--- src/common/bldc_pkg.sv ---
// What this block does
// - oscillator set pulse sets both latches
// - ramp above command clears upper latch
// - pwm chopping only on bottom drives
// - current limit clears lower latch until next set
// - each oscillator cycle is a separate event
// - at most one conduction pulse per cycle
// - select high means 60, low means 120 decoding
// - 60 degree code to step mapping
// - 120 degree code to step mapping
// - forward step drive pairs top and bottom
// - reverse swaps top and bottom phase letters
// - top drives active low, bottom active high
// - invalid sensor code turns all drives off
// - run enable low makes motor coast
// - current sense high forces all drives off
// - either undervoltage fault forces all drives off
// - run enable defaults to enabled
package bldc_pkg;

  // register byte offsets on the axi4-lite port
  localparam logic [3:0] CTRL_OFS = 4'h0;
  localparam logic [3:0] STATUS_OFS = 4'h4;
  localparam logic [3:0] OC_COUNT_OFS = 4'h8;

  // control register fields and values after reset
  localparam int CTRL_ALLOW_BIT = 0;
  localparam logic CTRL_ALLOW_RST = 1'b1;

  // status register field positions
  localparam int ST_STEP_LSB = 0;
  localparam int ST_VALID_BIT = 3;
  localparam int ST_UPPER_BIT = 4;
  localparam int ST_LOWER_BIT = 5;
  localparam int ST_UV_BIT = 6;
  localparam int ST_DIR_BIT = 7;
  localparam int ST_SEL_BIT = 8;
  localparam int ST_EN_BIT = 9;

  // positions inside the synchronizer vector
  localparam int SYN_A = 2;
  localparam int SYN_B = 1;
  localparam int SYN_C = 0;
  localparam int SYN_DIR = 3;
  localparam int SYN_SEL = 4;
  localparam int SYN_EN = 5;
  localparam int SYN_W = 6;

  // synchronizer reset value: run enable reads as enabled
  localparam logic [5:0] SYN_RST = 6'h20;

  // axi response codes
  localparam logic [1:0] RESP_OKAY = 2'h0;
  localparam logic [1:0] RESP_SLVERR = 2'h2;

endpackage

--- src/verilog/bldc_commutation_pwm.sv ---
`timescale 1ns/1ps
`default_nettype none

module bldc_commutation_pwm
  import bldc_pkg::*;
#(
  parameter int COUNT_W = 16
) (
  // clock, reset, enable
  input wire logic aclk,
  input wire logic aresetn,
  input wire logic ce,
  // rotor sensors and control pins
  input wire logic rotor_sensor_a,
  input wire logic rotor_sensor_b,
  input wire logic rotor_sensor_c,
  input wire logic fwd_rev,
  input wire logic phase_60_sel,
  input wire logic run_enable,
  // oscillator and comparators
  input wire logic osc_set,
  input wire logic pwm_cmp,
  input wire logic cur_limit,
  input wire logic uv_supply,
  input wire logic uv_ref,
  // bridge drives
  output logic high_side_drive_a,
  output logic high_side_drive_b,
  output logic high_side_drive_c,
  output logic low_side_drive_a,
  output logic low_side_drive_b,
  output logic low_side_drive_c,
  // axi4-lite write channels
  input wire logic [3:0] s_axi_awaddr,
  input wire logic s_axi_awvalid,
  output logic s_axi_awready,
  input wire logic [31:0] s_axi_wdata,
  input wire logic [3:0] s_axi_wstrb,
  input wire logic s_axi_wvalid,
  output logic s_axi_wready,
  output logic [1:0] s_axi_bresp,
  output logic s_axi_bvalid,
  input wire logic s_axi_bready,
  // axi4-lite read channels
  input wire logic [3:0] s_axi_araddr,
  input wire logic s_axi_arvalid,
  output logic s_axi_arready,
  output logic [31:0] s_axi_rdata,
  output logic [1:0] s_axi_rresp,
  output logic s_axi_rvalid,
  input wire logic s_axi_rready
);

  // counter width must hold at least one bit and fit the data bus
  if (COUNT_W < 1 || COUNT_W > 32) begin : g_bad_count_w
    $error("COUNT_W must lie between 1 and 32");
  end

  typedef struct packed {
    logic [SYN_W-1:0] sync1;
    logic [SYN_W-1:0] sync2;
    logic upper;
    logic lower;
    logic [2:0] top_n;
    logic [2:0] bot;
    logic allow;
    logic [COUNT_W-1:0] oc_count;
    logic bvalid;
    logic [1:0] bresp;
    logic rvalid;
    logic [1:0] rresp;
    logic [31:0] rdata;
  } state_s;

  state_s state_q;
  state_s state_d;

  // rotor code (A,B,C) to step 1..6, zero for an invalid code
  function automatic logic [2:0] decode_step(input logic [2:0] code, input logic sel60);
    logic [2:0] step;
    step = 3'h0;
    if (sel60) begin
      case (code)
        3'h4: step = 3'h1;
        3'h6: step = 3'h2;
        3'h7: step = 3'h3;
        3'h3: step = 3'h4;
        3'h1: step = 3'h5;
        3'h0: step = 3'h6;
        default: step = 3'h0;
      endcase
    end else begin
      case (code)
        3'h4: step = 3'h1;
        3'h6: step = 3'h2;
        3'h2: step = 3'h3;
        3'h3: step = 3'h4;
        3'h1: step = 3'h5;
        3'h5: step = 3'h6;
        default: step = 3'h0;
      endcase
    end
    return step;
  endfunction

  // step to one-hot phase pair {top, bottom}, bit0 = A, bit1 = B, bit2 = C
  function automatic logic [5:0] step_pair(input logic [2:0] step);
    logic [5:0] pair;
    pair = 6'h00;
    case (step)
      3'h1: pair = {3'h1, 3'h4};
      3'h2: pair = {3'h2, 3'h4};
      3'h3: pair = {3'h2, 3'h1};
      3'h4: pair = {3'h4, 3'h1};
      3'h5: pair = {3'h4, 3'h2};
      3'h6: pair = {3'h1, 3'h2};
      default: pair = 6'h00;
    endcase
    return pair;
  endfunction

  // decoded view of the synchronized inputs
  logic [2:0] code;
  logic [2:0] step;
  logic [5:0] pair;
  logic [2:0] top_on;
  logic [2:0] bot_on;
  logic uv_any;
  logic drive_ok;
  logic wr_go;
  logic rd_go;
  logic wr_hit;
  logic [31:0] status_word;
  logic [31:0] rd_word;
  logic rd_hit;

  assign code = {state_q.sync2[SYN_A], state_q.sync2[SYN_B], state_q.sync2[SYN_C]};
  assign step = decode_step(code, state_q.sync2[SYN_SEL]);
  assign pair = step_pair(step);
  assign uv_any = uv_supply | uv_ref;
  // reverse exchanges the letters of the active top and bottom drive
  assign top_on = state_q.sync2[SYN_DIR] ? pair[5:3] : pair[2:0];
  assign bot_on = state_q.sync2[SYN_DIR] ? pair[2:0] : pair[5:3];
  // any lockout kills both banks; the comparator is a sampled level
  assign drive_ok = state_q.sync2[SYN_EN] & state_q.allow & ~uv_any & ~cur_limit
                    & (step != 3'h0);

  // write accepted only with address and data together and no response pending
  assign wr_go = ce & s_axi_awvalid & s_axi_wvalid & ~state_q.bvalid;
  assign rd_go = ce & s_axi_arvalid & ~state_q.rvalid;
  assign s_axi_awready = wr_go;
  assign s_axi_wready = wr_go;
  assign s_axi_arready = rd_go;
  assign wr_hit = (s_axi_awaddr == CTRL_OFS) || (s_axi_awaddr == OC_COUNT_OFS);

  // status picture of the commutation core
  always_comb begin
    status_word = 32'h0;
    status_word[ST_STEP_LSB +: 3] = step;
    status_word[ST_VALID_BIT] = (step != 3'h0);
    status_word[ST_UPPER_BIT] = state_q.upper;
    status_word[ST_LOWER_BIT] = state_q.lower;
    status_word[ST_UV_BIT] = uv_any;
    status_word[ST_DIR_BIT] = state_q.sync2[SYN_DIR];
    status_word[ST_SEL_BIT] = state_q.sync2[SYN_SEL];
    status_word[ST_EN_BIT] = state_q.sync2[SYN_EN];
  end

  // read mux; unmapped offsets answer zero with slverr
  always_comb begin
    rd_word = 32'h0;
    rd_hit = 1'b1;
    case (s_axi_araddr)
      CTRL_OFS: rd_word[CTRL_ALLOW_BIT] = state_q.allow;
      STATUS_OFS: rd_word = status_word;
      OC_COUNT_OFS: rd_word[COUNT_W-1:0] = state_q.oc_count;
      default: rd_hit = 1'b0;
    endcase
  end

  // next state of the whole block
  always_comb begin
    state_d = state_q;
    if (ce) begin
      // first stage is read only by the second
      state_d.sync1 = {run_enable, phase_60_sel, fwd_rev,
                       rotor_sensor_a, rotor_sensor_b, rotor_sensor_c};
      state_d.sync2 = state_q.sync1;
      // set wins over the comparators: the ramp is low while discharging
      if (osc_set) begin
        state_d.upper = 1'b1;
        state_d.lower = 1'b1;
      end else begin
        state_d.upper = state_q.upper & ~pwm_cmp;
        state_d.lower = state_q.lower & ~cur_limit;
      end
      // latches only fall between sets, so one pulse per cycle at most
      state_d.bot = (drive_ok && state_q.upper && state_q.lower) ? bot_on : 3'h0;
      state_d.top_n = drive_ok ? ~top_on : 3'h7;
      // count cycles that current limit cut short
      if (state_q.lower && cur_limit && !osc_set) begin
        state_d.oc_count = state_q.oc_count + COUNT_W'(1);
      end
      // write path
      if (wr_go) begin
        state_d.bvalid = 1'b1;
        state_d.bresp = wr_hit ? RESP_OKAY : RESP_SLVERR;
        if (s_axi_awaddr == CTRL_OFS && s_axi_wstrb[0]) begin
          state_d.allow = s_axi_wdata[CTRL_ALLOW_BIT];
        end
        // a write of any value to OC_COUNT_OFS clears the counter; a same-cycle cut still counts, so none is lost
        if (s_axi_awaddr == OC_COUNT_OFS) begin
          state_d.oc_count = (state_q.lower && cur_limit && !osc_set) ? COUNT_W'(1) : '0;
        end
      end else if (state_q.bvalid && s_axi_bready) begin
        state_d.bvalid = 1'b0;
      end
      // read path
      if (rd_go) begin
        state_d.rvalid = 1'b1;
        state_d.rdata = rd_word;
        state_d.rresp = rd_hit ? RESP_OKAY : RESP_SLVERR;
      end else if (state_q.rvalid && s_axi_rready) begin
        state_d.rvalid = 1'b0;
      end
    end
  end

  // single register stage; enable defaults high so an idle pin runs
  always_ff @(posedge aclk) begin
    if (!aresetn) begin
      state_q.sync1 <= SYN_RST;
      state_q.sync2 <= SYN_RST;
      state_q.upper <= 1'b0;
      state_q.lower <= 1'b0;
      state_q.top_n <= 3'h7;
      state_q.bot <= 3'h0;
      state_q.allow <= CTRL_ALLOW_RST;
      state_q.oc_count <= '0;
      state_q.bvalid <= 1'b0;
      state_q.bresp <= RESP_OKAY;
      state_q.rvalid <= 1'b0;
      state_q.rresp <= RESP_OKAY;
      state_q.rdata <= 32'h0;
    end else begin
      state_q <= state_d;
    end
  end

  // outputs straight from flip-flops
  assign high_side_drive_a = state_q.top_n[0];
  assign high_side_drive_b = state_q.top_n[1];
  assign high_side_drive_c = state_q.top_n[2];
  assign low_side_drive_a = state_q.bot[0];
  assign low_side_drive_b = state_q.bot[1];
  assign low_side_drive_c = state_q.bot[2];
  assign s_axi_bvalid = state_q.bvalid;
  assign s_axi_bresp = state_q.bresp;
  assign s_axi_rvalid = state_q.rvalid;
  assign s_axi_rresp = state_q.rresp;
  assign s_axi_rdata = state_q.rdata;
endmodule

`default_nettype wire

--- config.mk ---
export PLATFORM = sky130hd
export DESIGN_NAME = bldc_commutation_pwm
export DESIGN_NICKNAME = d
export VERILOG_FILES = /design/src/common/bldc_pkg.sv /design/src/verilog/bldc_commutation_pwm.sv
export SDC_FILE = /design/constraint.sdc
export NUM_CORES = 1
export LEC_CHECK = 0
export ABC_AREA = 1
export ABC_CLOCK_PERIOD_IN_PS = 1700
export BUFFER_PORTS_ARGS = -buffer_cell sky130_fd_sc_hd__buf_4
export CAP_MARGIN = 40
export CELL_PAD_IN_SITES_DETAIL_PLACEMENT = 1
export CELL_PAD_IN_SITES_GLOBAL_PLACEMENT = 1
export CORE_MARGIN = 3
export CORE_UTILIZATION = 35
export DETAILED_ROUTE_END_ITERATION = 10
export GPL_TIMING_DRIVEN = 0
export HOLD_SLACK_MARGIN = 0.15
export PLACE_DENSITY = 0.85
export SLEW_MARGIN = 15
export SYNTH_ARGS = -nofsm -noshare
export SYNTH_HDL_FRONTEND = slang
export SYNTH_SLANG_ARGS = --single-unit
--- constraint.sdc ---
create_clock -name aclk -period 1.7 [get_ports aclk]
set_input_delay 0.255 -clock aclk [delete_from_list [all_inputs] [get_ports aclk]]
set_output_delay 0.255 -clock aclk [all_outputs]
set_load 0.01 [all_outputs]
======== After elaboration in Yosys (flattened, before gate mapping) ========
Cells that the tools add are included.
word-level totals
  logic and storage cells ................. 91
  bits in registers ....................... 59
  output and inout port bits .............. 47
cells by class
  reductions and logical operators ........ 21
  mux-type cells .......................... 22
  bitwise logic cells ..................... 18
  $add $sub $neg .......................... 1
  equality and inequality tests ........... 16
operator list
  operator                                              number
  2-to-1 mux 16 bit                                     3
  case mux 3 bit (6 select lines)                       2
  case mux 6 bit (6 select lines)                       1
  case mux 15 bit (2 select lines)                      1
  equality test 3 bit (second input constant)           7
  adder 16 x 1 -> 16 bit (second input constant)        1
  2-to-1 mux 3 bit                                      5
  equality test 3 x 2 -> 1 bit (second input constant)  4
  AND 1 bit                                             11
  equality test 4 bit (second input constant)           2
  zero test 4 bit                                       2
  AND reduction 2 bit                                   4
  logical AND 1 bit                                     7
  equality test 3 x 1 -> 1 bit (second input constant)  2
  2-to-1 mux 1 bit                                      6
  2-to-1 mux 2 bit                                      3
  inverter 1 bit                                        5
  equality test 4 x 3 -> 1 bit (second input constant)  1
  nonzero test 2 bit                                    2
  zero test 3 bit                                       1
  inverter 3 bit                                        1
  case mux 1 bit (3 select lines)                       1
  AND reduction 3 bit                                   1
  nonzero test 3 bit                                    1
  other kinds (4)                                       4

======== Depth between registers and ports, before layout ========
  depth in word-level cells ............... 8
  gate-level depth with buffers ........... 10

======== Worst setup path after synthesis ========
OpenSTA, ideal clock, no wires.
  path type ............................... register to register
  start ................................... reg state_q[38] (netlist bit)
  end ..................................... reg state_q[52] (netlist bit)
  clock period less this slack ............ 1.458 ns
  cell stages (with the launch flop) ...... 11
  required time ........................... 1.585 ns
  setup time .............................. 0.115 ns
  buffers on the path ..................... 0
  arrival ................................. 1.343 ns
  setup slack ............................. 0.242 ns
  path through ............................ dfxtp_1 ha_1 nand2_1 nor2_2 nand2_1 nor2_2 nand3_2 nor2_2 nand3_1 xor2_1 nor2_2
between the ends
  cells in the longest elaborated chain, start to end .. 4
RTL lines
  what                      line                         source
  from (decl)               bldc_commutation_pwm.sv:75   state_s state_q;
  from (signal assigned)    bldc_commutation_pwm.sv:246  state_q <= state_d;
  adder 16 x 1 -> 16 bit *  bldc_commutation_pwm.sv:202  state_d.oc_count = state_q.oc_count + COUNT_W'(1);
  2-to-1 mux 16 bit *       bldc_commutation_pwm.sv:201  if (state_q.lower && cur_limit && !osc_set) begin
  2-to-1 mux 16 bit         bldc_commutation_pwm.sv:212  if (s_axi_awaddr == OC_COUNT_OFS) begin
  2-to-1 mux 16 bit *       bldc_commutation_pwm.sv:205  if (wr_go) begin
Mark *: on every way between the ends. The rest lies on a longest branch, timed or not.
A chain may end at the register's enable or synchronous reset.

======== Worst setup path after layout ========
  start ................................... reg state_q[39] (netlist bit)
  end ..................................... reg state_q[52] (netlist bit)
Same word-level chain as after synthesis.

==> run metrics <==
status finished clean; CP Max Fanout 4; worst r2r src state_q[39]; fin util 47.7%; Sw Ratio 26.3%; post-synth cell types 38; initial antenna violation count 0; clock share of power 39.4%; Fillers 1059; Slew HR 64.1%; Hold Vio Cnt, Final 0; total track usage 18.6%; number of buffers created by CTS 9; first-pass GRT wire length 14.7 mm; Cells after Synth 417; die width 99.2 µm; htree depth 3; Final Wtd Congestion 0.862; post-route cell area 3980 µm²; fin nets 573; YS warnings 0; Layout area overhead 31.0%; Clock transition at path regs 0.07 ns; Top FF cell, synth dfxtp_1; CTS tree yes; worst setup skew after layout 0.00741 ns; Critical Path Sink Type register; Pins Over Slew Limit 0; Hold EP state_q[72]; worst-skew pair later-pin latency 0.34 ns; min Tclk post-route 1.68 ns; Cell Area, Synth 3040 µm²; WL per Instance 15.1 µm; sequential share of power 45.7%; Worst R2R End state_q[52]; die area 9840 µm²; Detailed Route WL 9.32 mm; internal power 2280 µW; WS Path Type reg -> reg; HP Class in -> reg; Initial Utilization 36.4%; DR DRC count 0; Routed Antenna Nets 0; top cells by count, synth nand2_1, dfxtp_1, inv_1; placed cells 594; Rows 33; Post-Layout Cell Count 619; Yosys top cell area share 37.5%; Sink Count 57; critical path arrival 1.91 ns; fmax 0.596 GHz; Pwr Density 777 nW/µm²; Post-synth EDFFs 0; Fin Setup TNS 0 ns; critical hold path startpoint fwd_rev; largest net degree at the start of global routing 11; data required time at the worst endpoint 1.93 ns; worst-case clock buffer depth 2; most numerous cell in the Yosys netlist nand2_1; Pre-Repair DR Iteration Count 6; Seq/Total Area, Yosys 37.5%; switching pwr 812 µW; I/O Buffers 55; Critical Path Source Type register; top cells by area, synth dfxtp_1, buf_4, nand2_1; static leakage 0.00183 µW; total grt overflow 0; vias per inst 4.93; Seq cells post-synth 57; n_diodes 0; asr flop ratio synth 0%; CTS Root Cell clkbuf_8; VDD IR max 0.341 mV; via count 3054; mean area per synthesized cell 7.29 µm²; max cap viols 0; Slew @ Worst Pin 0.539 ns; layout cells sized above 1 33.5%; Die Y 99.2 µm; worst hold margin 0.158 ns; Area after DPL 3650 µm²; fin crit share 98.7%; First DRT Iteration DRCs 152; R2R setup slack 0.02 ns; Worst Hold Path Cells 3; combinational share of power 14.9%; vias in the first global route 3060; hpwl dp 6.84 mm; I/O pin cnt 110; core area 8340 µm²; RSZ-0062 raised after global routing true; R2R cell count 10; Yosys top cell by area dfxtp_1; final setup fails 0
## flip-flops by register name (all words and copies together) (netlist names)
name               flops
state_q               28
s_axi_rdata           16
code                   3
high_side_drive_a      1
high_side_drive_b      1
high_side_drive_c      1
low_side_drive_a       1
low_side_drive_b       1
low_side_drive_c       1
s_axi_bresp            1
s_axi_bvalid           1
s_axi_rresp            1
s_axi_rvalid           1
## stage by stage
stage | power [µW] | setup slack [ns]
after floorplan | 1710 | 0.242
after global placement | 1870 | 0.0758
after detailed placement | 1880 | -0.0424
after CTS | 3100 | 0.00649
after global routing | 3230 | -0.0749
final | 3090 | 0.0215
## how the worst max path moves through the flow
stage	startpoint	end	slack [ns]	cells past startpoint
6_report	state_q[39]	state_q[52]	0.02	10
5_1_grt	state_q[39]	state_q[52]	-0.07	10
4_1_cts	s_axi_rvalid	s_axi_arready	0.006	3
3_5_place_dp	state_q[39]	state_q[50]	-0.04	10
3_3_place_gp	state_q[38]	state_q[50]	0.08	10
2_1_floorplan	state_q[38]	state_q[52]	0.24	10
## cell type report
type                       instances  area, µm²  area share (%)
clock buffer                      14        183            4.59
sequential                        57       1150            29.0
clock inverter                     2       10.0           0.251
tap                              105        131            3.30
buffer                            47        328            8.24
timing repair buffer              64        493            12.4
multi-input combinational        267       1440            36.2
inverter                          63        241            6.07
## cells by family (layout without fill, tap and decap cells)
group	count (synthesis)	after routing	share of synthesized area, %
buffers and inverters	110	190	18.6
xor gates and xnor gates	4	4	1.15
other	1	18	0.123
and+or+nand+nor	165	165	26.3
DFF	57	57	37.5
adders and majority gates	1	1	0.412
AOI/OAI and AO/OA	79	79	15.8
## placed cells by master (no fill, tap or decap), types with 2 or more instances in the layout
cell and count:
nor2_2 5, nor2_4 6, or2_2 3, o211ai_1 6, dfxtp_1 51, conb_1 18
nand4_1 5, a31oi_1 4, o21ai_0 30, nand2_1 70, clkbuf_1 3, buf_2 7
o21ai_1 7, buf_4 97, xor2_1 3, clkbuf_8 13, nand3_2 6, nor2_1 35
inv_4 2, inv_1 53, inv_2 8, nand3_1 15, dfxtp_2 4, o221ai_1 6
a21oi_1 13, nand2_2 7, o22ai_1 7, nor3_1 5, nand3b_1 4, clkinv_2 2
dlygate4sd3_1 5, dfxtp_4 2
## repair_timing
action,in CTS,in global routing
hold endpoints to repair,5,0
buffers inserted,0,4
pin swaps,0,7
setup endpoints to repair,3,8
hold buffers,5,0
resized for setup,3,15
## routing by layer
| metal | GRT usage, % | share of wire [%] |
|---|---|---|
| met5 | 0 | 0 |
| met4 | 7.14 | 2.0 |
| met3 | 3.79 | 5.3 |
| met2 | 30.8 | 48 |
| met1 | 23.7 | 45 |
## worst max-delay path: stages (launching register included)
cell and delay, ns:
dfxtp_4 0.38, ha_4 0.14, nand2_2 0.06, nor2_2 0.12
nand2_1 0.09, nor2_2 0.16, nand3_2 0.14, nor2_4 0.18
nand3_2 0.09, xor2_1 0.17, nor2_2 0.04
## power by group through the flow
stage	Combinational, µW	Sequential, µW	Clock, µW
after floorplan	280	1430	0
after global placement	427	1440	0
after detailed placement	441	1440	0
after CTS	453	1410	1230
after global routing	508	1420	1300
final	461	1410	1220
No activity file was read; power rests on OpenSTA's default activity.
